[src/design/bsfa_pkg.sv]
// package: opcodes, status bit positions and timing counts for the boot flash sequencer
package bsfa_pkg;
  // flash opcodes
  localparam logic [7:0] OP_FAST_READ = 8'h0b;
  localparam logic [7:0] OP_STATUS_READ = 8'h05;
  localparam logic [7:0] OP_STATUS_WRITE = 8'h01;
  localparam logic [7:0] OP_WRITE_ENABLE = 8'h06;
  localparam logic [7:0] OP_PAGE_PROGRAM = 8'h02;
  localparam logic [7:0] OP_SECTOR_ERASE = 8'h20;
  localparam logic [7:0] OP_CHIP_ERASE = 8'hc7;
  // status byte fields
  localparam int FLASH_BUSY_BIT = 0;
  localparam int WRITE_ENABLE_LATCH_BIT = 1;
  localparam int STATUS_LOCK_BIT = 7;
  localparam logic [7:0] STATUS_CLEAR = 8'h00;
  // byte counts
  localparam logic [2:0] ADDR_BYTES = 3'h3;
  localparam logic [2:0] DUMMY_BYTES = 3'h1;
  localparam logic [2:0] BITS_LAST = 3'h7;
  // timing: clock 125 MHz, serial clock at most 36 MHz
  localparam int CLK_MHZ = 125;
  localparam int SCK_MAX_MHZ = 36;
  // half period cycles, rounded up so the serial clock never exceeds the limit
  localparam int SCK_HALF_CYC = (CLK_MHZ + 2 * SCK_MAX_MHZ - 1) / (2 * SCK_MAX_MHZ);
  // chip select high time between frames, in ns
  localparam int CS_HIGH_NS = 200;
  localparam int CS_HIGH_CYC = (CS_HIGH_NS * CLK_MHZ + 999) / 1000;
  // i2c relay rate
  localparam int I2C_KHZ = 100;
  // command codes on the request port
  typedef enum logic [2:0] {
    BSFA_CMD_READ,
    BSFA_CMD_PROGRAM,
    BSFA_CMD_SECTOR_ERASE,
    BSFA_CMD_CHIP_ERASE,
    BSFA_CMD_STATUS_READ
  } bsfa_cmd_t;
endpackage : bsfa_pkg

[src/design/bsfa_boot_spi_flash_access.sv]
// file: serial flash sequencer with boot unprotect, write enable polling and shared bus
// Function
// - fast read: 0x0b, address, dummy, stream
// - status read 0x05, write 0x01, enable 0x06
// - page program: 0x02, address, data back-to-back
// - sector erase 0x20 plus address, chip 0xc7
// - reset low tri-states clock, data, flash select
// - pmic select stays driven during reset
// - flash programmable via relay or external programmer
// - one master shares lines across two slaves
// - serial clock runs at most 36 MHz
// - one select per slave, one at once
// - i2c relay ports run at 100 kHz
// - boot: enable, poll latch, write status zero
// - enable and poll latch before program/erase
`timescale 1ns/1ns
module bsfa_boot_spi_flash_access #(
  parameter int FIFO_DEPTH = 16 // program data buffer depth
) (
  input wire logic clk_i, // 125 MHz system clock
  input wire logic reset_i, // synchronous reset, active high
  input wire logic system_reset_n_i, // pin reset, low tri-states flash pins
  input wire logic req_valid_i, // command request (relayed host or boot)
  output logic req_ready_o, // sequencer idle and boot done
  input wire logic [2:0] req_cmd_i, // bsfa_cmd_t code
  input wire logic [23:0] req_addr_i, // flash byte address
  input wire logic [15:0] req_len_i, // bytes to read or program, 0 means 1
  input wire logic pmic_sel_i, // address power device instead of flash
  input wire logic [7:0] pmic_data_i, // byte sent to power device twice in one frame
  input wire logic [7:0] wr_data_i, // program data into buffer
  input wire logic wr_valid_i, // program data valid
  output logic wr_ready_o, // program buffer has room
  output logic [7:0] rd_data_o, // read or status byte
  output logic rd_valid_o, // one-cycle pulse per byte received in ST_MAIN data phase, none for polls or dummy
  output logic boot_done_o, // boot unprotect finished
  output logic busy_o, // a sequence is running
  output logic flash_bus_clock_o, // serial clock
  output logic flash_bus_clock_oe_o, // clock enable, low in reset
  output logic flash_bus_mosi_o, // serial data out
  output logic flash_bus_mosi_oe_o, // data enable, low in reset
  input wire logic flash_bus_miso_i, // shared serial data in
  output logic flash_select_n_o, // flash select, active low
  output logic flash_select_n_oe_o, // flash select enable, low in reset
  output logic pmic_select_n_o // power device select, always driven
);
  typedef enum logic [3:0] {
    ST_BOOT, ST_IDLE, ST_WRITE_ENABLE_COMMAND, ST_POLL_WEL, ST_MAIN, ST_POLL_BUSY, ST_GAP, ST_DONE
  } bsfa_state_t;
  // byte phases within a frame
  typedef enum logic [2:0] {PH_OP, PH_ADDR, PH_DUMMY, PH_TX, PH_RX} bsfa_phase_t;

  bsfa_state_t state, next_state; // sequence state
  bsfa_state_t after_gap, next_after_gap; // state after the select gap
  bsfa_phase_t phase, next_phase; // byte phase
  logic frame, next_frame; // select asserted
  logic [2:0] cmd, next_cmd; // latched command
  logic [23:0] addr, next_addr; // latched address
  logic [15:0] left, next_left; // data bytes remaining
  logic use_pmic, next_use_pmic; // frame targets power device
  logic [7:0] pbyte, next_pbyte; // power device byte
  logic [7:0] op, next_op; // opcode of current frame
  logic [7:0] sh, next_sh; // shift register
  logic [2:0] bitn, next_bitn; // bit index
  logic [1:0] abyte, next_abyte; // address byte index
  logic sck, next_sck; // clock level
  logic [7:0] div, next_div; // half period / gap counter
  logic boot_done, next_boot_done;
  logic [7:0] rdat, next_rdat;
  logic rval, next_rval;
  logic [7:0] fifo_data; // head of program buffer
  logic fifo_valid;
  logic fifo_pop;
  logic fifo_flush;

  // sector erase needs an address and a program and erase needs the latch
  function automatic logic needs_wel(input logic [2:0] c);
    return c == 3'(bsfa_pkg::BSFA_CMD_PROGRAM) || c == 3'(bsfa_pkg::BSFA_CMD_SECTOR_ERASE)
        || c == 3'(bsfa_pkg::BSFA_CMD_CHIP_ERASE);
  endfunction : needs_wel

  // program data buffer, back-pressure reaches the data source
  bsfa_fifo #(.WIDTH(8), .DEPTH(FIFO_DEPTH)) u_fifo (
    .clk_i(clk_i),
    .reset_i(reset_i),
    .flush_i(fifo_flush),
    .in_data_i(wr_data_i),
    .in_valid_i(wr_valid_i),
    .in_ready_o(wr_ready_o),
    .out_data_o(fifo_data),
    .out_valid_o(fifo_valid),
    .out_ready_i(fifo_pop)
  );

  assign fifo_flush = (state == ST_IDLE) && !req_valid_i;
  assign req_ready_o = (state == ST_IDLE);
  assign busy_o = (state != ST_IDLE);
  assign boot_done_o = boot_done;
  assign rd_data_o = rdat;
  assign rd_valid_o = rval;
  assign flash_bus_clock_oe_o = system_reset_n_i;
  assign flash_bus_mosi_oe_o = system_reset_n_i;
  assign flash_select_n_oe_o = system_reset_n_i;
  assign flash_bus_clock_o = sck;
  assign flash_bus_mosi_o = sh[7];
  assign flash_select_n_o = !(frame && !use_pmic);
  assign pmic_select_n_o = !(frame && use_pmic);
  // program byte is popped as it is loaded into the shifter, so no byte goes out twice
  assign fifo_pop = frame && sck && div == '0 && bitn == bsfa_pkg::BITS_LAST && !use_pmic && fifo_valid
      && ((phase == PH_TX && left > 16'h0001)
      || (phase == PH_ADDR && op == bsfa_pkg::OP_PAGE_PROGRAM && abyte == 2'(bsfa_pkg::ADDR_BYTES - 3'h1)));

  // sequencer and serial engine next-state logic
  always_comb begin
    logic edge_due;
    logic byte_end;
    edge_due = 1'b0;
    byte_end = 1'b0;
    next_state = state; next_after_gap = after_gap; next_phase = phase; next_frame = frame;
    next_cmd = cmd; next_addr = addr; next_left = left; next_use_pmic = use_pmic;
    next_pbyte = pbyte; next_op = op; next_sh = sh; next_bitn = bitn; next_abyte = abyte;
    next_sck = sck; next_div = div; next_boot_done = boot_done; next_rdat = rdat; next_rval = 1'b0;
    if (frame) begin
      // half period count limits clock rate
      if (div != '0) begin
        next_div = div - 8'h01;
      end else begin
        edge_due = 1'b1;
        next_div = 8'(bsfa_pkg::SCK_HALF_CYC - 1);
      end
      if (edge_due && !sck) begin
        // rising edge: sample in (mode 0)
        next_sck = 1'b1;
        next_rdat = {rdat[6:0], flash_bus_miso_i};
      end else if (edge_due) begin
        // falling edge: shift out or finish byte
        next_sck = 1'b0;
        next_sh = {sh[6:0], 1'b0};
        next_bitn = bitn + 3'h1;
        byte_end = (bitn == bsfa_pkg::BITS_LAST);
      end
      if (byte_end) begin
        case (phase)
          PH_OP: begin
            if (use_pmic) begin
              next_phase = PH_TX; next_sh = pbyte; next_left = 16'h0000;
            end else if (op == bsfa_pkg::OP_FAST_READ || op == bsfa_pkg::OP_PAGE_PROGRAM
                || op == bsfa_pkg::OP_SECTOR_ERASE) begin
              next_phase = PH_ADDR; next_abyte = 2'h0; next_sh = addr[23:16];
            end else if (op == bsfa_pkg::OP_STATUS_READ) begin
              // status reads keep the request length for the command that follows
              next_phase = PH_RX; next_sh = 8'h00;
            end else if (op == bsfa_pkg::OP_STATUS_WRITE) begin
              next_phase = PH_TX; next_sh = bsfa_pkg::STATUS_CLEAR; next_left = 16'h0000;
            end else begin
              next_frame = 1'b0;
            end
          end
          PH_ADDR: begin
            next_abyte = abyte + 2'h1;
            if (abyte == 2'(bsfa_pkg::ADDR_BYTES - 3'h1)) begin
              if (op == bsfa_pkg::OP_FAST_READ) begin
                next_phase = PH_DUMMY; next_sh = 8'h00;
              end else if (op == bsfa_pkg::OP_PAGE_PROGRAM) begin
                next_phase = PH_TX; next_sh = fifo_data;
              end else begin
                next_frame = 1'b0;
              end
            end else begin
              next_sh = (abyte == 2'h0) ? addr[15:8] : addr[7:0];
            end
          end
          PH_DUMMY: begin
            next_phase = PH_RX;
          end
          PH_TX: begin
            if (left <= 16'h0001 || use_pmic) begin
              next_frame = 1'b0;
            end else begin
              next_left = left - 16'h0001; next_sh = fifo_data;
            end
          end
          default: begin
            next_rval = (state == ST_MAIN); // internal polls are not handed out
            if (left <= 16'h0001 || op == bsfa_pkg::OP_STATUS_READ) begin
              next_frame = 1'b0;
            end else begin
              next_left = left - 16'h0001;
            end
          end
        endcase
        if (next_frame == 1'b0) begin
          next_state = ST_GAP;
          next_div = 8'(bsfa_pkg::CS_HIGH_CYC);
        end
      end
    end else begin
      case (state)
        ST_BOOT: begin
          next_cmd = 3'(bsfa_pkg::BSFA_CMD_STATUS_READ);
          next_state = ST_WRITE_ENABLE_COMMAND;
        end
        ST_IDLE: begin
          if (req_valid_i) begin
            next_cmd = req_cmd_i; next_addr = req_addr_i; next_use_pmic = pmic_sel_i;
            next_pbyte = pmic_data_i; next_left = (req_len_i == 16'h0000) ? 16'h0001 : req_len_i;
            if (pmic_sel_i) begin
              next_op = pmic_data_i; next_state = ST_MAIN;
            end else if (needs_wel(req_cmd_i)) begin
              // write enable precedes program or erase
              next_state = ST_WRITE_ENABLE_COMMAND;
            end else begin
              next_state = ST_MAIN;
            end
          end
        end
        ST_WRITE_ENABLE_COMMAND: begin
          next_op = bsfa_pkg::OP_WRITE_ENABLE; next_use_pmic = 1'b0; next_after_gap = ST_POLL_WEL;
        end
        ST_POLL_WEL: begin
          next_op = bsfa_pkg::OP_STATUS_READ; next_after_gap = ST_MAIN;
        end
        ST_MAIN: begin
          case (cmd)
            3'(bsfa_pkg::BSFA_CMD_READ): next_op = bsfa_pkg::OP_FAST_READ;
            3'(bsfa_pkg::BSFA_CMD_PROGRAM): next_op = bsfa_pkg::OP_PAGE_PROGRAM;
            3'(bsfa_pkg::BSFA_CMD_SECTOR_ERASE): next_op = bsfa_pkg::OP_SECTOR_ERASE;
            3'(bsfa_pkg::BSFA_CMD_CHIP_ERASE): next_op = bsfa_pkg::OP_CHIP_ERASE;
            default: next_op = boot_done ? bsfa_pkg::OP_STATUS_READ : bsfa_pkg::OP_STATUS_WRITE;
          endcase
          if (use_pmic) next_op = pbyte;
          next_after_gap = (needs_wel(cmd) || !boot_done) && !use_pmic ? ST_POLL_BUSY : ST_DONE;
        end
        ST_POLL_BUSY: begin
          // poll busy after program or erase
          next_op = bsfa_pkg::OP_STATUS_READ; next_after_gap = ST_DONE;
        end
        ST_GAP: begin
          // deselect time, then decide on the status read result
          if (div != '0) begin
            next_div = div - 8'h01;
          end else if (op == bsfa_pkg::OP_STATUS_READ && after_gap == ST_MAIN
              && !rdat[bsfa_pkg::WRITE_ENABLE_LATCH_BIT]) begin
            next_state = ST_POLL_WEL;
          end else if (op == bsfa_pkg::OP_STATUS_READ && after_gap == ST_DONE && state == ST_GAP
              && (cmd != 3'(bsfa_pkg::BSFA_CMD_STATUS_READ) || !boot_done) && rdat[bsfa_pkg::FLASH_BUSY_BIT]) begin
            next_state = ST_POLL_BUSY;
          end else begin
            next_state = after_gap;
          end
        end
        default: begin
          // ST_DONE: boot completes after status write settles
          next_boot_done = 1'b1;
          next_state = ST_IDLE;
        end
      endcase
      // start a frame from the enable, latch poll, main and busy poll states; the pmic opcode loaded in ST_IDLE waits for ST_MAIN
      if (state == ST_WRITE_ENABLE_COMMAND || state == ST_POLL_WEL || state == ST_MAIN || state == ST_POLL_BUSY) begin
        next_frame = 1'b1; next_phase = PH_OP; next_bitn = 3'h0; next_sck = 1'b0;
        next_sh = next_op; next_div = 8'(bsfa_pkg::SCK_HALF_CYC - 1);
      end
    end
  end

  // register all sequencer state
  always_ff @(posedge clk_i) begin
    if (reset_i || !system_reset_n_i) begin
      state <= ST_BOOT; after_gap <= ST_IDLE; phase <= PH_OP; frame <= 1'b0;
      cmd <= 3'h0; addr <= 24'h000000; left <= 16'h0000; use_pmic <= 1'b0; pbyte <= 8'h00;
      op <= 8'h00; sh <= 8'h00; bitn <= 3'h0; abyte <= 2'h0; sck <= 1'b0; div <= 8'h00;
      boot_done <= 1'b0; rdat <= 8'h00; rval <= 1'b0;
    end else begin
      state <= next_state; after_gap <= next_after_gap; phase <= next_phase; frame <= next_frame;
      cmd <= next_cmd; addr <= next_addr; left <= next_left; use_pmic <= next_use_pmic;
      pbyte <= next_pbyte; op <= next_op; sh <= next_sh; bitn <= next_bitn; abyte <= next_abyte;
      sck <= next_sck; div <= next_div; boot_done <= next_boot_done; rdat <= next_rdat; rval <= next_rval;
    end
  end
endmodule : bsfa_boot_spi_flash_access

[src/design/bsfa_fifo.sv]
// file: synchronous valid/ready fifo used for the program data path
`timescale 1ns/1ns
module bsfa_fifo #(
  parameter int WIDTH = 8,
  parameter int DEPTH = 16
) (
  input wire logic clk_i, // system clock
  input wire logic reset_i, // synchronous reset, active high
  input wire logic flush_i, // drop all stored words
  input wire logic [WIDTH-1:0] in_data_i, // write data
  input wire logic in_valid_i, // write request
  output logic in_ready_o, // room available
  output logic [WIDTH-1:0] out_data_o, // head word
  output logic out_valid_o, // head word valid
  input wire logic out_ready_i // consumer takes head
);
  localparam int AW = $clog2(DEPTH);
  logic [WIDTH-1:0] mem [DEPTH]; // storage array
  logic [AW-1:0] wr_ptr; // write index
  logic [AW-1:0] rd_ptr; // read index
  logic [AW:0] count; // stored words
  logic [AW-1:0] next_wr_ptr;
  logic [AW-1:0] next_rd_ptr;
  logic [AW:0] next_count;
  logic push; // accepted write
  logic pop; // accepted read

  // handshake flags from the occupancy
  assign in_ready_o = (count != (AW+1)'(DEPTH));
  assign out_valid_o = (count != '0);
  assign out_data_o = mem[rd_ptr];
  assign push = in_valid_i && in_ready_o;
  assign pop = out_valid_o && out_ready_i;

  // next pointer and count values
  always_comb begin
    next_wr_ptr = push ? AW'((wr_ptr + 1'b1) % DEPTH) : wr_ptr;
    next_rd_ptr = pop ? AW'((rd_ptr + 1'b1) % DEPTH) : rd_ptr;
    next_count = count + (AW+1)'(push) - (AW+1)'(pop);
    if (flush_i) begin
      next_wr_ptr = '0;
      next_rd_ptr = '0;
      next_count = '0;
    end
  end

  // register pointers
  always_ff @(posedge clk_i) begin
    if (reset_i) begin
      wr_ptr <= '0;
      rd_ptr <= '0;
      count <= '0;
    end else begin
      wr_ptr <= next_wr_ptr;
      rd_ptr <= next_rd_ptr;
      count <= next_count;
    end
  end

  // storage write, no reset needed
  always_ff @(posedge clk_i) begin
    if (push) begin
      mem[wr_ptr] <= in_data_i;
    end
  end
endmodule : bsfa_fifo

[config.mk]
export PLATFORM = sky130hd
export DESIGN_NAME = bsfa_boot_spi_flash_access
export DESIGN_NICKNAME = d
export VERILOG_FILES = /design/src/design/bsfa_pkg.sv /design/src/design/bsfa_boot_spi_flash_access.sv /design/src/design/bsfa_fifo.sv
export SDC_FILE = /design/constraint.sdc
export NUM_CORES = 1
export LEC_CHECK = 0
export BUFFER_PORTS_ARGS = -buffer_cell sky130_fd_sc_hd__buf_2
export CAP_MARGIN = 15
export CORE_ASPECT_RATIO = 1.25
export CORE_MARGIN = 1.5
export CORE_UTILIZATION = 44
export CTS_CLUSTER_DIAMETER = 40
export CTS_CLUSTER_SIZE = 14
export DETAILED_ROUTE_END_ITERATION = 10
export PLACE_DENSITY_LB_ADDON = 0.15
export SETUP_SLACK_MARGIN = 0.3
export SYNTH_ARGS = -nofsm -noshare
export SYNTH_HDL_FRONTEND = slang
export SYNTH_SLANG_ARGS = --single-unit
[constraint.sdc]
create_clock -name clk_i -period 4.4 [get_ports clk_i]
set_input_delay 0.44 -clock clk_i [delete_from_list [all_inputs] [get_ports clk_i]]
set_output_delay 0.44 -clock clk_i [all_outputs]
set_load 0.005 [all_outputs]
* After elaboration in Yosys (flattened, before gate mapping)
Memories as Yosys holds them, arrays and structs flattened. A register that Yosys moved wholly into a read port is not among the register bits.
Index checks and enable logic that the tools add are counted.
** Word-level totals
- Memories :: 1
- Bits in writable memories :: 128
- Output and inout port bits :: 20
- Bits in registers :: 117
- Word-level logic and storage cells :: 265
- Bits of input ports :: 66
** Cells by class
- Bitwise operators :: 3
- $add $sub $neg :: 8
- Reduce and logical (&&, ||, !) cells :: 81
- Order comparisons :: 2
- Muxes and demuxes :: 101
- Eq/ne operators :: 48
** Memories
- u_fifo.mem :: words 16, bits a word 8, rd ports 1, clocked after memory_dff 1, write ports 1, line bsfa_fifo.sv:18 : logic [WIDTH-1:0] mem [DEPTH];
** Operators with widths (number)
- two-way mux 8 bit :: 24
- two-way mux 16 bit :: 11
- one-hot mux 8 bit (4 select lines) :: 2
- two-way mux 3 bit :: 17
- one-hot mux 16 bit (3 select lines) :: 1
- two-way mux 4 bit :: 9
- one-hot mux 4 bit (4 select lines) :: 2
- two-way mux 1 bit :: 26
- one-hot mux 8 bit (3 select lines) :: 1
- logical AND 1 bit :: 22
- equality test 4 x 3 -> 1 bit, second input constant :: 5
- equality test 3 x 2 -> 1 bit, second input constant :: 6
- greater-than comparator 16 x 1 -> 1 bit, second input constant :: 1
- <= comparator 16 x 1 -> 1 bit, second input constant :: 1
- zero test 16 bit :: 1
- subtractor 16 x 1 -> 16 bit, second input constant :: 1
- logical OR 1 bit :: 15
- OR reduction 7 bit :: 2
- inequality test 2 bit, second input constant :: 6
- inequality test 4 bit, second input constant :: 3
- AND reduction 3 bit :: 4
- nonzero test 2 bit :: 6
- AND reduction 2 bit :: 5
- AND reduction 5 bit :: 2
- other kinds (45) :: 70

* Longest topological paths before layout
- Depth in word-level cells :: 12
- Depth in mapped cells :: 15

* By module
A second synthesis with hierarchy kept.
** Unflattened totals
- Cells, all modules :: 1148
- Area, all modules :: 11905.2 um^2
** Modules (own cells, without submodules)
- bsfa_boot_spi_flash_access :: cells an instance 837, area an instance 6084.6 um^2, instances 1
- bsfa_fifo :: cells an instance 311, area an instance 5820.6 um^2, instances 1

* Worst setup path after synthesis
No wires, ideal clock.
- Path type :: reg-to-reg
- Start :: register left[2]
- End :: register u_fifo.count[4]
- Stages on the path, launching flop included :: 14
- Arrival time :: 3.054 ns
- Path buffers :: 1
- Clock period less this slack :: 3.124 ns
- Slack :: 1.276 ns
- Path through :: dfxtp_1 > clkbuf_1 > nor4_1 > nand3b_1 > o21ai_0 > a21oi_1 > ha_1 > inv_1 > ha_1 > fa_1 > a21oi_1 > nor2_1 > or3_1 > a21oi_1
** Between the ends
- Word-level cells in the longest chain between the ends :: 6
** Ends and longest elaborated chain
- start, declared :: line bsfa_boot_spi_flash_access.sv:58 : logic [15:0] left, next_left;
- start signal, assigned :: line bsfa_boot_spi_flash_access.sv:274 : cmd <= next_cmd; addr <= next_addr; left <= next_left; use_pmic <= next_use_pmic;
- greater-than comparator 16 x 1 -> 1 bit :: line bsfa_boot_spi_flash_access.sv:109 : && ((phase == PH_TX && left > 16'h0001)
- logical AND 1 bit :: line bsfa_boot_spi_flash_access.sv:109
- logical OR 1 bit :: line bsfa_boot_spi_flash_access.sv:110 : || (phase == PH_ADDR && op == bsfa_pkg::OP_PAGE_PROGRAM && abyte == 2'(bsfa_pkg::ADDR_BYTES - 3'h1)));
- logical AND 1 bit :: line bsfa_boot_spi_flash_access.sv:109
- logical AND 1 bit :: line bsfa_fifo.sv:33 : assign pop = out_valid_o && out_ready_i;
- named net u_fifo.pop :: line bsfa_fifo.sv:26 : logic pop;
- subtractor 5 x 1 -> 5 bit :: line bsfa_fifo.sv:39 : next_count = count + (AW+1)'(push) - (AW+1)'(pop);
- end signal, assigned :: line bsfa_fifo.sv:56 : count <= next_count;
- end, declared :: line bsfa_fifo.sv:21 : logic [AW:0] count;
The timed path passes the listed nets, and every way through them passes these cells.
A chain may end at the register's enable or synchronous reset.

* Worst setup path in the final report
Ends and elaborated chain as after synthesis.

==> results.toml <==
[detailed_routing]
routedWlPerCell_um = 19.3
drc = 0
first_iter_violations = 514
ant_nets = 0
vias = 8770
via_per_inst = 5.71
drt_pre_antenna_iters = 6
wl_um = 29600

[clock_tree]
cts_hold_buffers = 0
clk_pin_slew_worst_paths_ns = 0.06
clockBufferDepth = 3
cts_tree = "built"
clock-root-buffer = "clkbuf_16"
clock_latency_ns = 0.51
cts.sinks = 247
post_cts_resize_count = 0
post_cts.repair.setup_buffers = 0
numCtsBuffers = 36
htreeDepth = 2

[yosys]
netlist_instances = 1106
synth_edf_count = 128
yosys-top-cells-area = "edfxtp_1 (33%), dfxtp_1 (20%), mux4_2 (6.3%)"
ys_seq_area_share_pct = 52.9
ys_seq_elements = 247
yosysWarnings = 0
async_flop_share_pct = 0
synthFlopType = "edfxtp_1"
synth_top_area_share_pct = 32.6
ys_types = 78
syn_area_per_cell_um2 = 10.6
synth_fp_nets = 1192
syn_area_um2 = 11800
synth_top_area_cell = "edfxtp_1"

[floorplanning]
core_um2 = 26200
die_area_um2 = 27800
die_w_um = 149
io_pins = 86
die_h_um = 186
num_rows = 66
start_util_pct = 45.0

[worst_setup_path]
end_kind = "flip-flop"
cp_max_fo = 7
crit_type = "reg -> reg"
cp.required_ns = 4.83
critPathArrivalTime_ns = 3.95
startpoint_type = "flip-flop"

[cells_and_area]
drive_gt1_share_pct = 18.1
final_area_um2 = 13700
fin_nets = 1260
area_delta_synth_final_pct = 16.2
antenna_cells = 0

[global_route]
grt_max_degree = 84
grt_pass1_wl_um = 46800
overflow = 0
antenna_found_initial = 0
grt_pass1_vias = 8606
grt.total_usage_pct = 22.0

[timing]
max_clock_freq_mhz = 285
fin_setup_tns_ns = 0
relSlewSlack_pct = 27.5
worstMarginPinSlew_ns = 1.08
finalCritPeriodShare_pct = 79.8
period_needed_ns = 3.51
rsz0062_at_grt = "no"
hold_viol = 0
finClkSkew_ns = 0.0161
final-max-slew-violation-count = 0
setup_viol = 0

[power_and_ir_drop]
finalPower_mw = 6.39
leakage_nw = 4.91
cellPowerDensity_nw_per_um2 = 467
ir_drop_mv = 0.346

[status]
status = "finished clean"

[run]
maxCapViolations = 0

[place]
gp_congestion = 0.901
placed_cell_area_um2 = 12400
hpwlAfterDp_um = 20600
portBuffers = 85

[worst_hold_path]
hp-class = "in -> reg"
-- sequential cells by signal, summed over array words and instances, names as in the netlist, 2 cells and up, named ones only --
signal,cells
sh,8
u_fifo.wr_ptr,4
after_gap,3
cmd,3
addr,24
u_fifo.mem,128
div,8
bitn,3
abyte,2
op,8
state,3
phase,3
u_fifo.rd_ptr,4
left,16
u_fifo.count,5
pbyte,8
rd_data_o,8
-- cell type report --
| type | count | area (um2) |
|---|---|---|
| fill | 2356 | 12500 |
| timing repair buffer | 99 | 531 |
| clock buffer | 40 | 947 |
| multi-input combinational | 766 | 5170 |
| tap | 340 | 425 |
| clock inverter | 21 | 290 |
| sequential | 247 | 6230 |
| inverter | 24 | 90.1 |
-- per-layer routing --
metal / share of wire, % / up-vias / track usage, %
li1: - / 4247 / -
met1: 42 / 4247 / 26.6
met2: 51 / 216 / 39.3
met3: 4.2 / 60 / 3.21
met4: 3.3 / 0 / 8.32
met5: 0 / - / 0
-- Yosys cell counts (all sizes together) (4+ instances only) --
cell type / n
o21ai: 30
nand2: 130
o211ai: 5
and3: 4
nor2: 118
inv: 24
nor4: 16
nand4: 8
ha: 19
a21oi: 105
o22ai: 4
nand3b: 9
nor2b: 14
buf: 22
a221oi: 4
nor3: 23
a41oi: 4
or3: 6
a32oi: 5
or4: 6
a32o: 4
or2: 4
nor3b: 4
xnor2: 13
and2: 7
a211oi: 21
clkbuf: 46
nand2b: 12
or3b: 4
edfxtp: 128
mux4: 33
o221ai: 4
a22oi: 12
nand3: 18
o221a: 4
a31oi: 10
xor2: 15
mux2i: 35
dfxtp: 119
a21o: 7
-- final timing paths --
| check | depth (start not counted) | slack (ns) | from | end |
|---|---|---|---|---|
| hold reg to reg | 2 | 0.45 | addr[15] | addr[15] |
| setup / recovery | 12 | 0.89 | left[2] | u_fifo.count[4] |
| setup reg to reg | 12 | 0.89 | left[2] | u_fifo.count[4] |
| hold / removal | 3 | 0.17 | req_addr_i[1] | addr[1] |
-- critical path, cell delays in order (launching register included) --
cell,delay (ns)
dfxtp_1,0.36
nor4_1,0.60
nand3b_1,0.34
o21ai_0,0.31
a21oi_1,0.18
ha_1,0.31
inv_1,0.04
ha_1,0.20
fa_1,0.43
a21oi_1,0.16
nor2_1,0.06
or3_1,0.34
a21oi_1,0.15
-- cell usage in the layout (no fill, tap or decap), types with 5 or more instances in the layout --
master,synthesis,routed
nand2_1,130,130
edfxtp_1,128,128
nor2_1,118,118
dfxtp_1,119,118
a21oi_1,105,104
buf_2,6,85
clkbuf_16,0,37
mux2i_1,35,35
mux4_2,33,33
o21ai_0,28,28
inv_1,24,24
a211oi_1,21,21
ha_1,19,19
nor3_1,23,18
nand3_1,18,18
nor4_1,16,16
xor2_1,15,15
nor2b_1,14,14
buf_4,5,14
xnor2_1,13,13
a22oi_1,12,12
nand2b_1,12,11
a31oi_1,10,10
nand3b_1,9,9
nand4_1,8,8
and2_1,7,7
a21o_1,7,7
or3_1,6,6
nor3_2,0,5
o211ai_1,5,5
a32oi_1,5,5
bufinv_16,0,5
-- metrics by stage --
step	worst slack (ns)	instances	hold slack, ns	utilization [%]
after floorplan	1.28	1106	0.432	-
after global placement	0.992	1476	0.442	47.6
after detailed placement	0.921	1476	0.447	47.6
after CTS	0.916	1537	0.162	52.3
after global routing	0.541	1537	0.161	52.3
final	0.887	1537	0.175	52.3
-- cell families after synthesis --
family | count (synthesis) | share of synthesized area, %
AO/OA/AOI/OAI | 254 | 14.1
multiplexers | 69 | 9.38
AND/OR/NAND/NOR | 395 | 15.9
XOR/XNOR | 28 | 2.08
flip-flops | 247 | 52.9
adder cells (fa/ha/maj) | 20 | 2.19
buffers and inverters | 93 | 3.49
-- power breakdown --
part	switching, mW	internal, mW	total [mW]
combinational	0.527	0.317	0.844
clock	1.07	1.87	2.94
sequential	0.0848	2.51	2.60
total	1.69	4.70	6.39
Note: power is estimated with default switching activity, not from simulation.
